`src/hdl/acfg_pkg.sv`:
```
// constants and carrier types for the two adc configuration registers
// assumes a 32-bit apb master on the core_clk domain
package acfg_pkg;
	// register word addresses (byte offsets)
	localparam logic [7:0] OFF_RATE = 8'h04;
	localparam logic [7:0] OFF_STAT = 8'h08;
	localparam logic [7:0] OFF_PIN = 8'h10;
	localparam logic [7:0] OFF_EVT = 8'h20;
	localparam logic [7:0] OFF_EVT_EN = 8'h24;
	localparam logic [7:0] OFF_EVT_CLR = 8'h28;
	localparam logic [7:0] OFF_RESULT = 8'h2C;
	// reset values
	localparam logic [7:0] RST_RATE = 8'h00;
	localparam logic [7:0] RST_STAT = 8'h00;
	// field positions
	localparam int POS_RATE = 5;
	localparam int POS_FAST = 4;
	localparam int POS_CONT = 3;
	localparam int POS_REF = 1;
	localparam int POS_TEMP = 0;
	localparam int POS_READY = 7;
	localparam int POS_CNT = 6;
	localparam int POS_CHK = 4;
	localparam int POS_BURN = 3;
	localparam int POS_EXC = 0;
	localparam int POS_PIN_DIR = 2;
	localparam int POS_PIN_SRC = 1;
	localparam int POS_PIN_DAT = 0;
	localparam logic [7:0] STAT_WR_MASK = 8'h7F;
	// codes
	localparam logic [2:0] RATE_RESERVED = 3'h7;
	localparam logic [1:0] CHK_RESERVED = 2'h3;
	// modulator clock rates and period counts at 50 mhz
	localparam int CLK_HZ = 50000000;
	localparam int MOD_NORMAL_HZ = 256000;
	localparam int MOD_FAST_HZ = 512000;
	localparam int DIV_NORMAL = CLK_HZ / MOD_NORMAL_HZ;
	localparam int DIV_FAST = CLK_HZ / MOD_FAST_HZ;
	// modulator ticks per conversion, normal mode, per rate code
	localparam int TICKS_20 = MOD_NORMAL_HZ / 20;
	localparam int TICKS_45 = MOD_NORMAL_HZ / 45;
	localparam int TICKS_90 = MOD_NORMAL_HZ / 90;
	localparam int TICKS_175 = MOD_NORMAL_HZ / 175;
	localparam int TICKS_330 = MOD_NORMAL_HZ / 330;
	localparam int TICKS_600 = MOD_NORMAL_HZ / 600;
	localparam int TICKS_1000 = MOD_NORMAL_HZ / 1000;

	typedef enum logic [1:0] {
		ACFG_IDLE = 2'b00,
		ACFG_CONV = 2'b01
	} acfg_conv_t;

	typedef struct packed {
		logic [2:0] data_rate_sel;
		logic fast_mode;
		logic conversion_continuous_sel;
		logic [1:0] ref_sel;
		logic temp_sensor_enable;
	} acfg_rate_t;

	typedef struct packed {
		logic result_ready_flag;
		logic conversion_counter_enable;
		logic [1:0] integrity_sel;
		logic burnout_source_enable;
		logic [2:0] excitation_current_level;
	} acfg_stat_t;

	typedef struct packed {
		logic psel;
		logic penable;
		logic pwrite;
		logic [7:0] paddr;
		logic [31:0] pwdata;
	} acfg_apb_req_t;
endpackage

```
`src/hdl/acfg_sync3.sv`:
```
// three-stage synchroniser for one pin level
// assumes a single core_clk domain
`timescale 1ns/1ps
module acfg_sync3 (
	input wire logic core_clk,
	input wire logic rst,
	input wire logic pin,
	output logic level
);
	typedef struct packed {
		logic s1;
		logic s2;
		logic s3;
		logic level;
	} acfg_sync_t;
	acfg_sync_t st;
	acfg_sync_t next_st;

	always_comb begin
		next_st = st;
		next_st.s1 = pin;
		next_st.s2 = st.s1;
		next_st.s3 = st.s2;
		// change counts only once stages two and three agree
		if (st.s2 == st.s3) begin
			next_st.level = st.s3;
		end
	end

	always_ff @(posedge core_clk or posedge rst) begin
		if (rst) begin
			st <= '0;
		end else begin
			st <= next_st;
		end
	end

	assign level = st.level;
endmodule

```
`src/hdl/acfg_regs.sv`:
```
// two adc configuration registers, apb slave, conversion timing model
// assumes apb master on core_clk; pin_two_in is asynchronous
`timescale 1ns/1ps
module acfg_regs (
	input wire logic core_clk,
	input wire logic rst,
	input wire logic psel,
	input wire logic penable,
	input wire logic pwrite,
	input wire logic [7:0] paddr,
	input wire logic [31:0] pwdata,
	output logic [31:0] prdata,
	output logic pready,
	output logic pslverr,
	input wire logic pin_two_in,
	output logic pin_two_out,
	output logic pin_two_oe_n,
	output logic [2:0] data_rate_sel,
	output logic fast_mode,
	output logic conversion_continuous_sel,
	output logic [1:0] ref_sel,
	output logic temp_sensor_enable,
	output logic input_mux_bypass,
	output logic conversion_counter_enable,
	output logic [1:0] integrity_sel,
	output logic burnout_source_enable,
	output logic [2:0] excitation_current_level,
	output logic irq
);
	////////////////////////////////////////////////////////////////////////////////
	typedef struct packed {
		acfg_pkg::acfg_rate_t rate;
		acfg_pkg::acfg_stat_t stat;
		logic pin_dir;
		logic pin_two_source_sel;
		logic pin_dat;
		logic [1:0] evt;
		logic [1:0] evt_en;
		logic [15:0] result_count;
		acfg_pkg::acfg_conv_t conv;
		logic start_req;
		logic [7:0] mod_div;
		logic [15:0] tick_cnt;
		logic [31:0] prdata;
		logic pready;
		logic pslverr;
		logic pin_out;
		logic pin_oe_n;
		logic irq;
		logic [1:0] ref_out;
	} acfg_state_t;

	acfg_state_t st;
	acfg_state_t next_st;
	logic pin_level;
	logic setup_wr;
	logic setup_rd;
	logic mod_tick;
	logic [15:0] conv_len;
	logic [7:0] div_len;
	logic mapped;

	acfg_sync3 u_pin_sync (
		.core_clk(core_clk),
		.rst(rst),
		.pin(pin_two_in),
		.level(pin_level)
	);

	////////////////////////////////////////////////////////////////////////////////
	// answers in the access cycle following setup
	assign setup_wr = psel && !penable && pwrite;
	assign setup_rd = psel && !penable && !pwrite;
	assign mapped = (paddr == acfg_pkg::OFF_RATE) || (paddr == acfg_pkg::OFF_STAT)
		|| (paddr == acfg_pkg::OFF_PIN) || (paddr == acfg_pkg::OFF_EVT)
		|| (paddr == acfg_pkg::OFF_EVT_EN) || (paddr == acfg_pkg::OFF_EVT_CLR)
		|| (paddr == acfg_pkg::OFF_RESULT);

	always_comb begin
		// modulator clock selection
		if (st.rate.fast_mode) begin
			div_len = 8'(acfg_pkg::DIV_FAST);
		end else begin
			div_len = 8'(acfg_pkg::DIV_NORMAL);
		end
		// ticks per conversion; fast mode doubles rate via faster ticks
		case (st.rate.data_rate_sel)
			3'h0: conv_len = 16'(acfg_pkg::TICKS_20);
			3'h1: conv_len = 16'(acfg_pkg::TICKS_45);
			3'h2: conv_len = 16'(acfg_pkg::TICKS_90);
			3'h3: conv_len = 16'(acfg_pkg::TICKS_175);
			3'h4: conv_len = 16'(acfg_pkg::TICKS_330);
			3'h5: conv_len = 16'(acfg_pkg::TICKS_600);
			3'h6: conv_len = 16'(acfg_pkg::TICKS_1000);
			default: conv_len = 16'(acfg_pkg::TICKS_1000);
		endcase
	end

	assign mod_tick = (st.mod_div == 8'h00);

	////////////////////////////////////////////////////////////////////////////////
	always_comb begin
		next_st = st;
		next_st.pready = 1'b0;
		next_st.pslverr = 1'b0;
		next_st.start_req = 1'b0;
		if (mod_tick) begin
			next_st.mod_div = div_len - 8'h01;
		end else begin
			next_st.mod_div = st.mod_div - 8'h01;
		end

		// bus side
		if (setup_wr) begin
			next_st.pready = 1'b1;
			next_st.pslverr = !mapped;
			if (paddr == acfg_pkg::OFF_RATE) begin
				next_st.rate = acfg_pkg::acfg_rate_t'(pwdata[7:0]);
				next_st.start_req = 1'b1;
			end else if (paddr == acfg_pkg::OFF_STAT) begin
				// ready flag kept
				next_st.stat.conversion_counter_enable = pwdata[acfg_pkg::POS_CNT];
				next_st.stat.integrity_sel = pwdata[acfg_pkg::POS_CHK +: 2];
				next_st.stat.burnout_source_enable = pwdata[acfg_pkg::POS_BURN];
				next_st.stat.excitation_current_level = pwdata[acfg_pkg::POS_EXC +: 3];
			end else if (paddr == acfg_pkg::OFF_PIN) begin
				next_st.pin_dir = pwdata[acfg_pkg::POS_PIN_DIR];
				next_st.pin_two_source_sel = pwdata[acfg_pkg::POS_PIN_SRC];
				next_st.pin_dat = pwdata[acfg_pkg::POS_PIN_DAT];
			end else if (paddr == acfg_pkg::OFF_EVT_EN) begin
				next_st.evt_en = pwdata[1:0];
			end else if (paddr == acfg_pkg::OFF_EVT_CLR) begin
				next_st.evt = st.evt & ~pwdata[1:0];
			end
		end else if (setup_rd) begin
			next_st.pready = 1'b1;
			next_st.pslverr = !mapped;
			next_st.prdata = 32'h0000_0000;
			if (paddr == acfg_pkg::OFF_RATE) begin
				next_st.prdata[7:0] = st.rate;
			end else if (paddr == acfg_pkg::OFF_STAT) begin
				next_st.prdata[7:0] = st.stat;
			end else if (paddr == acfg_pkg::OFF_PIN) begin
				next_st.prdata[3:0] = {pin_level, st.pin_dir, st.pin_two_source_sel,
					st.pin_dat};
			end else if (paddr == acfg_pkg::OFF_EVT) begin
				next_st.prdata[1:0] = st.evt;
			end else if (paddr == acfg_pkg::OFF_EVT_EN) begin
				next_st.prdata[1:0] = st.evt_en;
			end else if (paddr == acfg_pkg::OFF_RESULT) begin
				next_st.prdata[15:0] = st.result_count;
				// reading conversion data clears ready
				next_st.stat.result_ready_flag = 1'b0;
			end
		end

		// conversion sequencer: single-shot or continuous
		case (st.conv)
			acfg_pkg::ACFG_IDLE: begin
				if (st.start_req || st.rate.conversion_continuous_sel) begin
					next_st.conv = acfg_pkg::ACFG_CONV;
					next_st.tick_cnt = conv_len;
				end
			end
			acfg_pkg::ACFG_CONV: begin
				if (mod_tick) begin
					if (st.tick_cnt <= 16'h0001) begin
						// new result: set wins over read clear
						next_st.stat.result_ready_flag = 1'b1;
						next_st.evt[0] = 1'b1;
						if (st.stat.conversion_counter_enable) begin
							next_st.result_count = st.result_count + 16'h0001;
						end
						if (st.rate.conversion_continuous_sel) begin
							next_st.tick_cnt = conv_len;
						end else begin
							next_st.conv = acfg_pkg::ACFG_IDLE;
						end
					end else begin
						next_st.tick_cnt = st.tick_cnt - 16'h0001;
					end
				end
			end
			default: next_st.conv = acfg_pkg::ACFG_IDLE;
		endcase

		// reserved code programmed is flagged as an event
		if (st.rate.data_rate_sel == acfg_pkg::RATE_RESERVED
			|| st.stat.integrity_sel == acfg_pkg::CHK_RESERVED) begin
			next_st.evt[1] = 1'b1;
		end

		// reference seen by the converter, forced internal in temp mode
		if (next_st.rate.temp_sensor_enable) begin
			next_st.ref_out = 2'h0;
		end else begin
			next_st.ref_out = next_st.rate.ref_sel;
		end

		// pin two drive
		next_st.pin_oe_n = !st.pin_dir;
		next_st.pin_out = st.pin_two_source_sel ? st.stat.result_ready_flag : st.pin_dat;
		next_st.irq = |(next_st.evt & st.evt_en);
	end

	always_ff @(posedge core_clk or posedge rst) begin
		if (rst) begin
			st <= '0;
			st.rate <= acfg_pkg::RST_RATE;
			st.stat <= acfg_pkg::RST_STAT;
			st.pin_oe_n <= 1'b1;
		end else begin
			st <= next_st;
		end
	end

	////////////////////////////////////////////////////////////////////////////////
	assign prdata = st.prdata;
	assign pready = st.pready;
	assign pslverr = st.pslverr;
	assign pin_two_out = st.pin_out;
	assign pin_two_oe_n = st.pin_oe_n;
	assign data_rate_sel = st.rate.data_rate_sel;
	assign fast_mode = st.rate.fast_mode;
	assign conversion_continuous_sel = st.rate.conversion_continuous_sel;
	// registered copy keeps the reference output glitch free
	assign ref_sel = st.ref_out;
	assign temp_sensor_enable = st.rate.temp_sensor_enable;
	assign input_mux_bypass = st.rate.temp_sensor_enable;
	assign conversion_counter_enable = st.stat.conversion_counter_enable;
	assign integrity_sel = st.stat.integrity_sel;
	assign burnout_source_enable = st.stat.burnout_source_enable;
	assign excitation_current_level = st.stat.excitation_current_level;
	assign irq = st.irq;
endmodule

```
`config.mk`:
```
export PLATFORM = sky130hd
export DESIGN_NAME = acfg_regs
export DESIGN_NICKNAME = d
export VERILOG_FILES = /design/src/hdl/acfg_pkg.sv /design/src/hdl/acfg_sync3.sv /design/src/hdl/acfg_regs.sv
export SDC_FILE = /design/constraint.sdc
export NUM_CORES = 1
export LEC_CHECK = 0
export BUFFER_PORTS_ARGS = -buffer_cell sky130_fd_sc_hd__buf_4
export CAP_MARGIN = 0
export CORE_MARGIN = 8
export CORE_UTILIZATION = 55
export DETAILED_ROUTE_END_ITERATION = 10
export GPL_ROUTABILITY_DRIVEN = 0
export HOLD_SLACK_MARGIN = 0.03
export PLACE_DENSITY = 0.8
export SLEW_MARGIN = 20
export SYNTH_ARGS = -nofsm -noshare
export SYNTH_HDL_FRONTEND = slang
export SYNTH_SLANG_ARGS = --single-unit
```
`constraint.sdc`:
```
create_clock -name core_clk -period 4.4 [get_ports core_clk]
set_input_delay 1.32 -clock core_clk [delete_from_list [all_inputs] [get_ports core_clk]]
set_output_delay 1.32 -clock core_clk [all_outputs]
set_load 0.05 [all_outputs]
```
==> flow_metrics.env <==
export IMPL_status="finished, final reports clean"
export IMPL_hold_viol=0
export IMPL_die_y_um=110
export IMPL_dieArea_um2=12100
export IMPL_cp_required_ns=4.64
export IMPL_grt_usage_pct=18.9
export IMPL_row_count=34
export IMPL_p_int_mw=1.44
export IMPL_synthSimpleGateAreaFrac_pct=17.4
export IMPL_core_area_um2=8640
export IMPL_synth_area_um2=4860
export IMPL_hold_depth=0
export IMPL_cp_end_kind="flop"
export IMPL_vias=3769
export IMPL_numCtsBuffers=9
export IMPL_io_pins=99
export IMPL_final_area_um2=5370
export IMPL_hold_path_class="flop to flop"
export IMPL_ant_nets=0
export IMPL_io_buffer_count=58
export IMPL_antenna_cells=0
export IMPL_ys_ff_latch=92
export IMPL_worstPathArrival_ns=3.18
export IMPL_cts_sinks=92
export IMPL_worstSkewPairLatency_ns=0.36
export IMPL_yosys_area_top_type="dfrtp_1"
export IMPL_die_w_um=110
export IMPL_fmax_ghz=0.340
export IMPL_root_buffer="clkbuf_8"
export IMPL_viasPerCell=6.15
export IMPL_synthArstFlopShare_pct=100
export IMPL_fin_nets=550
export IMPL_clock_path_buffers=2
export IMPL_synth_common_cells="dfrtp_1 (91), buf_4 (44), nand2_1 (31), nor2_1 (28), nand3_1 (20)"
export IMPL_wl_per_cell_um=18.5
export IMPL_finClkSkew_ns=0.0132
export IMPL_synth_cell_types=65
export IMPL_synth_xor_area_share_pct=3.42
export IMPL_dpl_cell_area_um2=5120
export IMPL_cp_start_kind="input port"
export IMPL_final_cells=613
export IMPL_drv_slew=0
export IMPL_period_share_pct=66.8
export IMPL_htreeDepth=3
export IMPL_worst_pin_slew_ns=0.683
export IMPL_relSlewSlack_pct=54.0
export IMPL_postCtsHoldBufs=0
export IMPL_hpwl_um=8140
export IMPL_fin_crit_ns=2.94
export IMPL_totalWireLength_um=11300
export IMPL_swShare_pct=35.4
export IMPL_drtPass1Iterations=5
export IMPL_syn_avg_cell_area_um2=10.3
export IMPL_synth_adder_area_share_pct=1.24
export IMPL_grt_ovfl_total=0
export IMPL_synthTopCellsByArea="dfrtp_1 (47%), buf_4 (6.8%), mux2_2 (4.2%)"
export IMPL_peakVddDrop_mv=0.307
export IMPL_synth_warnings=0
export IMPL_seqPwrFrac_pct=43.9
export IMPL_path_class="input port to flop"
export IMPL_post_route_drc_count=0
export IMPL_ff2ff_path_depth=5
export IMPL_fin_setup_tns_ns=0
export IMPL_clkPwrFrac_pct=29.5
export IMPL_drtIter0Drc=239
export IMPL_synthMuxAreaShare_pct=5.87
export IMPL_power_density_nw_per_um2=415
export IMPL_synth_compound_area_share_pct=15.2
export IMPL_cts_tree="done"
export IMPL_grt_max_degree=58
export IMPL_placed_cells=596
export IMPL_grt_pass1_vias=3627
export IMPL_grt_antenna_before_repair=0
export IMPL_yosysMostFrequentCell="dfrtp_1"
export IMPL_rsz0062_at_grt="no"
export IMPL_drive_gt1_share_pct=21.8
export IMPL_path_max_fanout=7
export IMPL_netlist_instances=471
export IMPL_p_comb_share_pct=26.6
export IMPL_synth_top_family_by_area="simple AND/OR/NAND/NOR gates"
export IMPL_clk_pin_slew_ns=0.10
export IMPL_start_util_pct=56.3
export IMPL_cts_setup_buffers=0
export IMPL_cts_resized=0
export IMPL_grt_pass1_wl_um=18000
export IMPL_synth_seq_area_share_pct=47.4
export IMPL_fin_hold_ws_ns=0.361
export IMPL_synth_edf_count=0
export IMPL_area_growth_pct=10.5
export IMPL_cap_violations=0
export IMPL_power_leakage_nw=2.50
export IMPL_p_sw_mw=0.787
export IMPL_synthFlopType="dfrtp_1"
export IMPL_finalSetupViolations=0
export IMPL_synth_top_area_share_pct=46.9
[power groups by stage]
stage	registers, mW	clock network, mW	logic, mW
after floorplan	0.973	0	0.490
after global placement	0.985	0	0.570
after detailed placement	0.990	0	0.581
after CTS	0.974	0.662	0.584
after global routing	0.984	0.700	0.641
final	0.977	0.657	0.593
[layout make-up]
cell class | instances | area [um2]
clock buffers | 10 | 138
flip-flops and latches | 92 | 2300
well taps | 108 | 135
inverters | 15 | 57.6
clock inverters | 6 | 93.8
repair buffers | 63 | 485
multi-input cells | 319 | 2160
fillers | 699 | 3270
[worst paths after layout]
check | slack (ns) | to | from
setup / recovery | 1.46 | burnout_source_enable$_DFFE_PP0P_ | paddr[1]
setup reg to reg | 1.59 | st[44]$_DFFE_PP0P_ | st[45]$_DFFE_PP0P_
hold / removal | 0.36 | u_pin_sync.next_st[1]$_DFF_PP0_ | u_pin_sync.next_st[2]$_DFF_PP0_
max in group asynchronous | 2.59 | pin_two_oe_n$_DFF_PP1_ | rst
hold reg to reg | 0.36 | u_pin_sync.next_st[1]$_DFF_PP0_ | u_pin_sync.next_st[2]$_DFF_PP0_
min in group asynchronous | 0.89 | st[57]$_DFF_PP0_ | rst
[cells by family (layout without fill, tap and decap cells)]
kind of cell,Yosys count,in the layout
and+or+nand+nor,151,151
AOI/OAI and AO/OA,102,102
DFF,92,92
buffers and inverters,75,94
muxes,26,26
xor gates and xnor gates,19,19
adders and majority gates,5,5
other,1,16
[stage by stage]
stage / util (%) / setup slack [ns] / total power, mW
6_report: 62.2 / 1.46 / 2.23
3_3_place_gp: 59.3 / 1.18 / 1.55
3_5_place_dp: 59.3 / 1.13 / 1.57
4_1_cts: 61.9 / 1.51 / 2.22
2_1_floorplan: - / 0.690 / 1.46
5_1_grt: 62.2 / 1.40 / 2.33
[layout by cell type, fill, tap and decap left out, types with 6 or more instances in the layout]
cell,instances
dfrtp_1,91
buf_4,62
nand2_1,31
nor2_1,28
nand3_1,20
mux2_2,18
o21ai_0,16
conb_1,16
xnor2_1,15
inv_1,14
a21oi_1,14
a22o_1,14
o211ai_1,11
nor3_1,10
clkbuf_8,10
nand4_1,9
and3_1,9
nand2b_1,7
a221oi_1,7
mux2i_1,6
[per-layer routing]
metal	track usage [%]	wire length [um]	up-vias
met2	31.2	5500	174
met4	6.94	201	0
met1	24.3	4650	1853
li1	-	-	1717
met3	3.72	967	25
met5	0	0	-
[state kept, by name (all words and copies together), names as in the netlist]
signal                     cells
prdata                        16
pin_two_out                    1
u_pin_sync.level               1
irq                            1
conversion_continuous_sel      1
u_pin_sync.next_st             2
data_rate_sel                  3
integrity_sel                  2
pin_two_oe_n                   1
input_mux_bypass               1
conversion_counter_enable      1
u_pin_sync.st                  1
burnout_source_enable          1
fast_mode                      1
excitation_current_level       3
pready                         1
st                            52
pslverr                        1
ref_sel                        2
[worst max-delay path, cell delays in order]
cell and delay [ns]:
buf_4 0.11, nor4_1 0.30, buf_4 0.20, and4b_1 0.38, and2_1 0.47, mux2_2 0.40
Power figures use the tool's default switching activity.
